## src/pkg/trh_consts.svh

```systemverilog
`ifndef TRH_CONSTS_SVH
`define TRH_CONSTS_SVH

// ----------------------------------------------------------------------------
// Widths
// ----------------------------------------------------------------------------
`define TRH_WORD_W 16
`define TRH_ADDR_W 6
`define TRH_LAT_W 4

// ----------------------------------------------------------------------------
// Image layout and transceiver addresses
// ----------------------------------------------------------------------------
`define TRH_IMG_WORDS 32
`define TRH_IMG_LAST 6'h1f
`define TRH_PMA_ADDR 6'h20
`define TRH_ADDR_ZERO 6'h00
`define TRH_ADDR_ONE 6'h01

// ----------------------------------------------------------------------------
// Timing counts in clock cycles
// ----------------------------------------------------------------------------
`define TRH_LAT_ONE 4'h1
`define TRH_LAT_ZERO 4'h0
`define TRH_LAT_MAX 15
`define TRH_ERR_CYC 2
`define TRH_ERR_LAST 2'h1
`define TRH_ERR_ZERO 2'h0

// ----------------------------------------------------------------------------
// Reset values
// ----------------------------------------------------------------------------
`define TRH_WORD_RST 16'h0000

`endif

```

## src/pkg/trh_pkg.sv

```systemverilog
package trh_pkg;

  // --------------------------------------------------------------------------
  // Reconfiguration mode chosen by user logic
  // --------------------------------------------------------------------------
  typedef enum logic [0:0] {
    MODE_ANALOG = 1'h0,
    MODE_CHANNEL = 1'h1
  } trh_mode_type;

  // --------------------------------------------------------------------------
  // Controller states, one-hot
  // --------------------------------------------------------------------------
  typedef enum logic [6:0] {
    S_PWR = 7'h01,
    S_OCAL = 7'h02,
    S_IDLE = 7'h04,
    S_FETCH = 7'h08,
    S_WRITE = 7'h10,
    S_READ = 7'h20,
    S_ERR = 7'h40
  } trh_state_type;

endpackage : trh_pkg

```

## src/pkg/trh_if.sv

```systemverilog
`timescale 1ns/1ns
`include "trh_consts.svh"

interface trh_if;
  import trh_pkg::*;

  logic write_all;
  logic read;
  trh_mode_type mode;
  logic [`TRH_WORD_W-1:0] pma_wdata;
  logic [`TRH_WORD_W-1:0] img_data;
  logic busy;
  logic data_valid;
  logic error;
  logic [`TRH_WORD_W-1:0] pma_rdata;
  logic [`TRH_ADDR_W-1:0] img_addr;

  modport dev (
    input write_all, read, mode, pma_wdata, img_data,
    output busy, data_valid, error, pma_rdata, img_addr
  );

  modport usr (
    output write_all, read, mode, pma_wdata, img_data,
    input busy, data_valid, error, pma_rdata, img_addr
  );

endinterface : trh_if

```

## src/core/trh_ctrl.sv

```systemverilog
`timescale 1ns/1ns
`include "trh_consts.svh"

module trh_ctrl
  import trh_pkg::*;
#(
  parameter bit CONT_WRITE = 1'b1,
  parameter int MIF_LAT = 2,
  parameter int PMA_PORTS = 1
) (
  input wire logic clk,
  input wire logic rstn,
  trh_if.dev hs,
  output logic ocal_start,
  input wire logic ocal_done,
  output logic xcvr_wr_en,
  output logic xcvr_rd_en,
  output logic [`TRH_ADDR_W-1:0] xcvr_addr,
  output logic [`TRH_WORD_W-1:0] xcvr_wdata,
  input wire logic [`TRH_WORD_W-1:0] xcvr_rdata,
  input wire logic xcvr_done
);

  // --------------------------------------------------------------------------
  // Configuration
  // --------------------------------------------------------------------------
  // Per-word writes fetch one word at a time, so the latency option is moot.
  localparam logic [`TRH_LAT_W-1:0] LAT_USE =
    CONT_WRITE ? MIF_LAT[`TRH_LAT_W-1:0] : `TRH_LAT_ONE;
  localparam bit RD_AVAIL = (PMA_PORTS > 0);

  // --------------------------------------------------------------------------
  // State
  // --------------------------------------------------------------------------
  trh_state_type state_ff;
  trh_state_type nxt_state;
  trh_mode_type mode_ff;
  logic [`TRH_LAT_W-1:0] lat_cnt_ff;
  logic [1:0] err_cnt_ff;
  logic [`TRH_ADDR_W-1:0] ptr_ff;
  logic [`TRH_ADDR_W-1:0] addr_ff;
  logic [`TRH_WORD_W-1:0] wdata_ff;
  logic [`TRH_WORD_W-1:0] rdata_ff;
  logic dv_ff;
  logic wr_en_ff;
  logic rd_en_ff;
  logic ocal_start_ff;
  logic wr_req;
  logic rd_req;
  logic bad_op;
  logic last_word;
  logic lat_done;

  function automatic logic in_xact(input trh_state_type s);
    return (s == S_FETCH) || (s == S_WRITE) || (s == S_READ);
  endfunction : in_xact

  // --------------------------------------------------------------------------
  // Request decode
  // --------------------------------------------------------------------------
  assign wr_req = hs.write_all;
  // Without any analog port the read strobe does not exist and is ignored.
  assign rd_req = hs.read && RD_AVAIL;
  // A strobe during a transaction, both strobes at once, or a read in a
  // channel mode cannot be served; each aborts to the error sequence.
  assign bad_op = (rd_req && (hs.mode == MODE_CHANNEL))
    || (wr_req && rd_req)
    || (in_xact(state_ff) && (wr_req || rd_req));
  assign last_word = (ptr_ff == `TRH_IMG_LAST);
  assign lat_done = (lat_cnt_ff == LAT_USE);

  // --------------------------------------------------------------------------
  // Next state
  // --------------------------------------------------------------------------
  always_comb begin
    nxt_state = state_ff;
    case (state_ff)
      S_PWR: begin
        nxt_state = S_OCAL;
      end
      S_OCAL: begin
        if (ocal_done) begin
          nxt_state = S_IDLE;
        end
      end
      S_IDLE: begin
        if (bad_op) begin
          nxt_state = S_ERR;
        end else if (rd_req) begin
          nxt_state = S_READ;
        end else if (wr_req) begin
          nxt_state = (hs.mode == MODE_ANALOG) ? S_WRITE : S_FETCH;
        end
      end
      S_FETCH: begin
        if (bad_op) begin
          nxt_state = S_ERR;
        end else if (lat_done) begin
          nxt_state = S_WRITE;
        end
      end
      S_WRITE: begin
        if (bad_op) begin
          nxt_state = S_ERR;
        end else if (xcvr_done) begin
          if (CONT_WRITE && (mode_ff == MODE_CHANNEL) && !last_word) begin
            nxt_state = S_FETCH;
          end else begin
            nxt_state = S_IDLE;
          end
        end
      end
      S_READ: begin
        if (bad_op) begin
          nxt_state = S_ERR;
        end else if (xcvr_done) begin
          nxt_state = S_IDLE;
        end
      end
      S_ERR: begin
        if (err_cnt_ff == `TRH_ERR_LAST) begin
          nxt_state = S_IDLE;
        end
      end
      default: begin
        nxt_state = S_PWR;
      end
    endcase
  end

  always_ff @(posedge clk) begin
    if (!rstn) begin
      state_ff <= S_PWR;
    end else begin
      state_ff <= nxt_state;
    end
  end

  // --------------------------------------------------------------------------
  // Transaction bookkeeping
  // --------------------------------------------------------------------------
  always_ff @(posedge clk) begin
    if (!rstn) begin
      mode_ff <= MODE_ANALOG;
    end else if ((state_ff == S_IDLE) && (wr_req || rd_req)) begin
      mode_ff <= hs.mode;
    end
  end

  // Counts cycles since the fetch address was presented.
  always_ff @(posedge clk) begin
    if (!rstn) begin
      lat_cnt_ff <= `TRH_LAT_ZERO;
    end else if (state_ff != S_FETCH) begin
      lat_cnt_ff <= `TRH_LAT_ZERO;
    end else begin
      lat_cnt_ff <= lat_cnt_ff + `TRH_LAT_ONE;
    end
  end

  always_ff @(posedge clk) begin
    if (!rstn) begin
      err_cnt_ff <= `TRH_ERR_ZERO;
    end else if (state_ff == S_ERR) begin
      err_cnt_ff <= err_cnt_ff + 2'h1;
    end else begin
      err_cnt_ff <= `TRH_ERR_ZERO;
    end
  end

  // An abort restarts the image, since a partial write leaves the channel
  // in an unknown setting and only a full rewrite recovers it.
  always_ff @(posedge clk) begin
    if (!rstn) begin
      ptr_ff <= `TRH_ADDR_ZERO;
    end else if (nxt_state == S_ERR) begin
      ptr_ff <= `TRH_ADDR_ZERO;
    end else if ((state_ff == S_WRITE) && xcvr_done && (mode_ff == MODE_CHANNEL)) begin
      ptr_ff <= last_word ? `TRH_ADDR_ZERO : ptr_ff + `TRH_ADDR_ONE;
    end
  end

  always_ff @(posedge clk) begin
    if (!rstn) begin
      wdata_ff <= `TRH_WORD_RST;
    end else if ((state_ff == S_IDLE) && wr_req && (hs.mode == MODE_ANALOG)) begin
      wdata_ff <= hs.pma_wdata;
    end else if ((state_ff == S_FETCH) && lat_done) begin
      wdata_ff <= hs.img_data;
    end
  end

  // --------------------------------------------------------------------------
  // Read-back
  // --------------------------------------------------------------------------
  always_ff @(posedge clk) begin
    if (!rstn) begin
      rdata_ff <= `TRH_WORD_RST;
      dv_ff <= 1'b0;
    end else if ((state_ff == S_READ) && xcvr_done && !bad_op) begin
      rdata_ff <= xcvr_rdata;
      dv_ff <= 1'b1;
    end else if ((state_ff == S_IDLE) && (wr_req || rd_req)) begin
      dv_ff <= 1'b0;
    end
  end

  // --------------------------------------------------------------------------
  // Transceiver side strobes
  // --------------------------------------------------------------------------
  always_ff @(posedge clk) begin
    if (!rstn) begin
      wr_en_ff <= 1'b0;
      rd_en_ff <= 1'b0;
      addr_ff <= `TRH_ADDR_ZERO;
    end else begin
      wr_en_ff <= (nxt_state == S_WRITE) && (state_ff != S_WRITE);
      rd_en_ff <= (nxt_state == S_READ) && (state_ff != S_READ);
      if ((nxt_state == S_WRITE) && (state_ff == S_FETCH)) begin
        addr_ff <= ptr_ff;
      end else if ((nxt_state != state_ff) && in_xact(nxt_state)) begin
        addr_ff <= `TRH_PMA_ADDR;
      end
    end
  end

  always_ff @(posedge clk) begin
    if (!rstn) begin
      ocal_start_ff <= 1'b0;
    end else begin
      ocal_start_ff <= (state_ff == S_PWR);
    end
  end

  // --------------------------------------------------------------------------
  // Outputs
  // --------------------------------------------------------------------------
  // Busy is decoded from the state so it drops in the very cycle the error
  // sequence starts.
  assign hs.busy = in_xact(state_ff) || (state_ff == S_OCAL);
  assign hs.error = (state_ff == S_ERR);
  assign hs.data_valid = dv_ff;
  assign hs.pma_rdata = rdata_ff;
  assign hs.img_addr = ptr_ff;
  assign ocal_start = ocal_start_ff;
  assign xcvr_wr_en = wr_en_ff;
  assign xcvr_rd_en = rd_en_ff;
  assign xcvr_addr = addr_ff;
  assign xcvr_wdata = wdata_ff;

endmodule : trh_ctrl

```

## src/flat_wrapper.sv

```systemverilog
// flat-port wrapper written by rule: the top's interface ports become plain ports
module trh_ctrl_flat import trh_pkg::*;
#(
  parameter bit CONT_WRITE = 1'b1,
  parameter int MIF_LAT = 2,
  parameter int PMA_PORTS = 1
)
  (clk, rstn, ocal_start, ocal_done, xcvr_wr_en, xcvr_rd_en, xcvr_addr, xcvr_wdata, xcvr_rdata, xcvr_done, hs_write_all, hs_read, hs_mode, hs_pma_wdata, hs_img_data, hs_busy, hs_data_valid, hs_error, hs_pma_rdata, hs_img_addr);
  trh_if hs_i ();
  input wire logic clk;
  input wire logic rstn;
  output logic ocal_start;
  input wire logic ocal_done;
  output logic xcvr_wr_en;
  output logic xcvr_rd_en;
  output logic [`TRH_ADDR_W-1:0] xcvr_addr;
  output logic [`TRH_WORD_W-1:0] xcvr_wdata;
  input wire logic [`TRH_WORD_W-1:0] xcvr_rdata;
  input wire logic xcvr_done;
  input wire logic [$bits(hs_i.write_all)-1:0] hs_write_all;
  input wire logic [$bits(hs_i.read)-1:0] hs_read;
  input wire logic [$bits(hs_i.mode)-1:0] hs_mode;
  input wire logic [$bits(hs_i.pma_wdata)-1:0] hs_pma_wdata;
  input wire logic [$bits(hs_i.img_data)-1:0] hs_img_data;
  output wire logic [$bits(hs_i.busy)-1:0] hs_busy;
  output wire logic [$bits(hs_i.data_valid)-1:0] hs_data_valid;
  output wire logic [$bits(hs_i.error)-1:0] hs_error;
  output wire logic [$bits(hs_i.pma_rdata)-1:0] hs_pma_rdata;
  output wire logic [$bits(hs_i.img_addr)-1:0] hs_img_addr;
  assign hs_i.write_all = hs_write_all;
  assign hs_i.read = hs_read;
  assign hs_i.mode = hs_mode;
  assign hs_i.pma_wdata = hs_pma_wdata;
  assign hs_i.img_data = hs_img_data;
  assign hs_busy = hs_i.busy;
  assign hs_data_valid = hs_i.data_valid;
  assign hs_error = hs_i.error;
  assign hs_pma_rdata = hs_i.pma_rdata;
  assign hs_img_addr = hs_i.img_addr;
  trh_ctrl #(.CONT_WRITE(CONT_WRITE), .MIF_LAT(MIF_LAT), .PMA_PORTS(PMA_PORTS)) u_core (.clk(clk), .rstn(rstn), .hs(hs_i), .ocal_start(ocal_start), .ocal_done(ocal_done), .xcvr_wr_en(xcvr_wr_en), .xcvr_rd_en(xcvr_rd_en), .xcvr_addr(xcvr_addr), .xcvr_wdata(xcvr_wdata), .xcvr_rdata(xcvr_rdata), .xcvr_done(xcvr_done));
endmodule
```

## config.mk

```make
export PLATFORM = sky130hd
export DESIGN_NAME = trh_ctrl_flat
export DESIGN_NICKNAME = d
export VERILOG_FILES = /design/src/pkg/trh_pkg.sv /design/src/pkg/trh_if.sv /design/src/core/trh_ctrl.sv /design/src/flat_wrapper.sv
export VERILOG_INCLUDE_DIRS = /design/src /design/src/pkg
export SDC_FILE = /design/constraint.sdc
export NUM_CORES = 1
export LEC_CHECK = 0
export ABC_AREA = 1
export ABC_CLOCK_PERIOD_IN_PS = 1550
export BUFFER_PORTS_ARGS = -buffer_cell sky130_fd_sc_hd__buf_4
export CORE_MARGIN = 3
export CORE_UTILIZATION = 45
export CTS_CLUSTER_SIZE = 40
export DETAILED_ROUTE_END_ITERATION = 10
export HOLD_SLACK_MARGIN = 0.08
export PLACE_DENSITY = 0.84
export RECOVER_POWER = 50
export SYNTH_ARGS = -nofsm -noshare
export SYNTH_HDL_FRONTEND = slang
export SYNTH_SLANG_ARGS = --single-unit
export TNS_END_PERCENT = 100
```

## constraint.sdc

```tcl
create_clock -name clk -period 1.55 [get_ports clk]
set_input_delay 0.0775 -clock clk [delete_from_list [all_inputs] [get_ports clk]]
set_output_delay 0.0775 -clock clk [all_outputs]
set_load 0.02 [all_outputs]
```

### After elaboration in Yosys (flattened, before gate mapping)

Cells that the tools add are included.

* reduce and logical (&&, ||, !) cells: 32
* bitwise operators: 2
* eq/ne operators: 18
* $add $sub $neg: 3
* mux-type cells: 21

Operator list (number)
* $mux 7: 11
* $pmux 7 s7: 1
* $mux 16: 2
* $mux 6: 3
* $logic_and 1x1->1: 16
* $eq 7x4->1 const B: 2
* $eq 7x5->1 const B: 2
* $eq 7x6->1 const B: 2
* $eq 7x7->1 const B: 2
* $logic_or 1x1->1: 8
* $eq 7x1->1 const B: 1
* $eq 7x2->1 const B: 1
* $eq 7x3->1 const B: 1
* $ne 7x4->1 const B: 1
* $ne 7x5->1 const B: 1
* $ne 7x6->1 const B: 1
* $ne 7x7->1: 1
* $add 6x1->6 const B: 1
* $eq 6x5->1 const B: 1
* $reduce_bool 2->1: 3
* $mux 5: 1
* $add 4x1->4 const B: 1
* $eq 4x2->1 const B: 1
* $mux 4: 1
* 7 further kinds: 11

* output and inout port bits: 50
* logic and storage cells: 88
* flip-flop bits (word level): 62
* input port bits: 55

### Logic depth before layout (Yosys ltp)

* depth in word-level cells: 13
* mapped depth: 13
* gate-level depth less buffers: 13

### Worst setup path before layout

OpenSTA, ideal clock, no wires.

* path kind: register to register
* start: register u_core.state_ff[2]
* end: register u_core.addr_ff[0], in the netlist u_core.xcvr_addr[0]
* clock period less this slack: 1.604 ns
* library setup time: 0.069 ns
* cell stages (with the launch flop): 10
* data arrival time: 1.535 ns
* required time: 1.481 ns
* path slack: -0.054 ns
* path buffers: 0
* path through: dfxtp_1 nor2_4 nand2_2 nor3_2 nand2_1 nand2_1 a21oi_1 nand2_2 nand2_1 a21oi_2

* elaborated cells between the ends (all ways): 33
* those cells by class: eq/ne (11); mux (13); reduce/logical (9)

RTL lines
* start: declaration: line trh_ctrl.sv:35 `trh_state_type state_ff;`
* start signal: assignment: line trh_ctrl.sv:135 `state_ff <= nxt_state;`
* $eq 7x7->1 *
* net hs_error: line flat_wrapper.sv:27 `output wire logic [$bits(hs_i.error)-1:0] hs_error;`
* $pmux 7 s7 *: line trh_ctrl.sv:77 `case (state_ff)`
* $eq 7x4->1 / $eq 7x5->1 (equally long branches): line trh_ctrl.sv:55, trh_ctrl.sv:219
* $logic_or 1x1->1 (2 in series): line trh_ctrl.sv:55 `return (s == S_FETCH) || (s == S_WRITE) || (s == S_READ);`
* $logic_and 1x1->1: line trh_ctrl.sv:221 `end else if ((nxt_state != state_ff) && in_xact(nxt_state)) begin`
* $reduce_bool 2->1 (no source line)
* end signal: assignment: line trh_ctrl.sv:215 `` addr_ff <= `TRH_ADDR_ZERO; ``
* end signal: assignment: line trh_ctrl.sv:220 `addr_ff <= ptr_ff;`
* end signal: assignment: line trh_ctrl.sv:222 `` addr_ff <= `TRH_PMA_ADDR; ``
* end: declaration: line trh_ctrl.sv:41 `` logic [`TRH_ADDR_W-1:0] addr_ff; ``

The timed path passes the listed nets; every way through them passes the cells marked *.
A chain may end at the register's enable or synchronous reset.

### Final worst setup path

* start: register u_core.state_ff[4]
* end: register u_core.addr_ff[3], in the netlist u_core.xcvr_addr[3]

* longest elaborated chain between the ends: 12
* elaborated cells between the ends (all ways): 33
* those cells by class: eq/ne (11); mux (13); reduce/logical (9)

RTL lines
* $eq 7x4->1 / $eq 7x5->1 (equally long branches): line trh_ctrl.sv:55, trh_ctrl.sv:77, trh_ctrl.sv:219
* $logic_or 1x1->1 (2 in series): line trh_ctrl.sv:55
* $logic_and 1x1->1: line trh_ctrl.sv:68 `|| (in_xact(state_ff) && (wr_req || rd_req));`
* $logic_or 1x1->1: line trh_ctrl.sv:68
* $mux 7 (on tied branches)
* $pmux 7 s7: line trh_ctrl.sv:77
* $eq 7x4->1 / $eq 7x5->1 (equally long branches): line trh_ctrl.sv:55, trh_ctrl.sv:219
* $logic_or 1x1->1 (2 in series): line trh_ctrl.sv:55
* $logic_and 1x1->1: line trh_ctrl.sv:221
* $reduce_bool 2->1 (no source line)

Several ways; a longest one is shown, not always the timed one.

==> reports/qor.txt <==
Status: finished with violations
Failing checks: setup timing
Compound-Gate Fraction of Synth Area: 16.1%
Overflow left after global routing: 0
Vias in the first global route: 3174
Mapped Area: 0.00297 mm²
I/O pin count: 105
CP bufs+invs: 0
Most common cell after layout, fill and taps aside: buf_4
Reg clk slew, reported paths: 0.07 ns
Die Ht: 87.2 µm
Sw power: 0.000864 W
Seq cells post-synth: 62
Asr flop ratio synth: 0%
Synth Area in Adders: 1.69%
Tcrit/Tclk final: 109%
Drt pass-1 iters: 5
Yosys warnings: 0
Mux cell area share after synthesis: 0%
Post-route minimum period: 1.68 ns
Post-route cell area: 0.00464 mm²
RSZ-0062 raised after global routing: yes
Total die area: 0.00760 mm²
Fillers: 470
Slowest CP cell: dfxtp_4
Clk_lat worst skew: 0.35 ns
Synth unique cells: 34
Maximum VDD drop: 0.513 mV
Total CTS buffers: 9
CORE AREA: 0.00617 mm²
HPWL Detailed: 5920 µm
Seq pwr share: 45.3%
Syn Inst Count: 404
CP Max Fanout: 6
CTS Root Cell: clkbuf_8
Post-Synth Simple-Gate Area: 27.6%
Syn_area_per_cell: 7.34 µm²
Ant. Diodes: 0
DR iter-0 viols: 289
# clock sinks: 62
Max-slew headroom: 71.8%
Global-route wire length before repair: 14000 µm
Synth Net Count: 463
Layout area overhead: 56.5%
Vias: 3260
Final WL: 9280 µm
Row count: 28
Antenna violations before repair: 0
Power Internal: 0.00270 W
Final nets: 620
Post-Synth XOR/XNOR Area: 0.590%
Crit. End Element: flop
Dominant synthesized flop cell: dfxtp_1
WL/cell: 14.5 µm
Worst Tran Pin Value: 0.418 ns
Clock tree buffer depth: 2
Critical Path RT: 1.79 ns
Worst path arrival time: 1.92 ns
H-tree levels: 3
Setup WS pre-CTS: -0.105 ns
Antenna-violating nets left: 0
Layout cells sized above 1: 36.0%
Initial Util: 48.1%
Post-route setup slack: -0.135 ns
Power per cell area: 767 mW/mm²
Setup TNS: -3.09 ns
Combinational power share: 10.2%
Dpl cell area: 0.00403 mm²
Final setup skew: 0.00924 ns
Die width: 87.2 µm
Final-report hold violation count: 0
Vias per cell: 5.09
Hold WC Path Type: in2reg
Fin. max-slew vios: 0
Startpoint Class: flop
Largest family of logic cells by synthesized area: simple AND/OR/NAND/NOR gates
Post-synth EDFFs: 0
Detailed-route DRC error count: 0
Crit path kind: reg2reg
Leak Pwr: 2.15 nW
Switch share: 24.3%
CTS tree: yes
Overall Global Routing Usage: 23.4%
Clock network power share: 44.4%
Worst reg2reg setup slack: -0.13 ns
Seq/Total Area, Yosys: 41.8%
Gpl congestion: 1.03
Max-cap violations: 0
Most frequent cells in the layout: buf_4, nand2_1, inv_1, dfxtp_1, clkbuf_1
Fmax: 594 MHz
Power Total: 0.00356 W
Max stage delay on crit path: 0.37 ns
CP cell instances: nor2_4 > nand2_4 > a21oi_2 > nand3_1 > nand2_2 > nand2_2 > nand3_2 > nand2_4 > nand2_1 > a21oi_2
Critical path's top delay family: simple AND/OR/NAND/NOR gates
Largest net degree at the start of global routing: 38
Port Buffers: 104
Setup violators final: 46
## tightest hold or removal path: stages
cell	delay, ns
buf_4	0.08
nand2_1	0.06
o221ai_2	0.11
nand2_1	0.05
inv_1	0.04
## what timing repair did
item | in CTS | in global routing
setup buffers | 4 | 3
gates cloned | 1 | 1
pin swaps | 5 | 8
hold buffers | 17 | 0
gates resized for setup | 23 | 45
hold endpoints to repair | 18 | 0
endpoints found under the setup margin | 43 | 53
## metrics by stage
stage | hold WS, ns | cells | utilization, %
final | 0.0925 | 641 | 75.3
after global routing | 0.112 | 641 | 75.3
after CTS | 0.0803 | 637 | 73.8
after detailed placement | 0.369 | 599 | 65.3
after global placement | 0.353 | 599 | 65.3
after floorplan | 0.268 | 404 | -
## path summary, 6_finish.rpt
kind,from,to,cells after the start
worst max-delay path,u_core.state_ff[4]$_SDFF_PN0_,u_core.xcvr_addr[3]$_SDFFE_PN0P_,10
worst min-delay path,hs_img_data[0],u_core.xcvr_wdata[0]$_SDFFE_PN0P_,5
worst max register to register,u_core.state_ff[4]$_SDFF_PN0_,u_core.xcvr_addr[3]$_SDFFE_PN0P_,10
worst min register to register,u_core.err_cnt_ff[0]$_SDFF_PN0_,u_core.err_cnt_ff[0]$_SDFF_PN0_,1
## cells by family after synthesis
logic type      Yosys count
compound gates           78
xor+xnor                  2
fa+ha+maj                 4
buf+inv                  91
flops                    62
simple gates            167
## synthesized netlist by cell type (all sizes together) (4+ instances only)
cell type  count  area share (%)
nor3           4             1.0
o21ai         25             4.2
ha             4             1.7
nand4          6             1.3
nand3         20             4.9
a21oi         33             6.2
nand2        102              14
dfxtp         62              42
buf            8             1.7
nor2          30             5.2
inv           77             9.7
o221ai        16             4.7
clkbuf         6            0.76
## routing by layer
| metal | GRT usage [%] | vias up | wire [µm] |
|---|---|---|---|
| met2 | 40.9 | 140 | 4870 |
| met4 | 9.76 | 0 | 219 |
| met3 | 6.62 | 26 | 709 |
| li1 | - | 1610 | - |
| met5 | 0 | - | 0 |
| met1 | 26.6 | 1484 | 3480 |
## final cells by class
cell class / instances / area (µm²) / share of cell area (%)
flip-flops and latches: 62 / 1260 / 27.2
multi-input cells: 251 / 1550 / 33.5
clock inverters: 7 / 97.6 / 2.10
well taps: 75 / 93.8 / 2.02
inverters: 77 / 292 / 6.28
repair buffers: 160 / 1220 / 26.2
clock buffers: 9 / 124 / 2.67
## power groups by stage
stage                     logic (W)  clock network (W)  registers, W
after floorplan            0.000130                  0       0.00166
after global placement     0.000284                  0       0.00165
after detailed placement   0.000291                  0       0.00165
after CTS                  0.000339            0.00161       0.00162
after global routing       0.000397            0.00168       0.00162
final                      0.000364            0.00158       0.00161
## sequential cells by signal, summed over array words and instances, names as in the netlist
name	count
u_core.state_ff	7
u_core.hs.img_addr	6
u_core.mode_ff	1
u_core.ocal_start	1
u_core.xcvr_rd_en	1
u_core.err_cnt_ff	2
u_core.hs.pma_rdata	16
u_core.lat_cnt_ff	4
u_core.xcvr_wdata	16
u_core.hs.data_valid	1
u_core.xcvr_wr_en	1
u_core.xcvr_addr	6
Power figures use the tool's default switching activity.
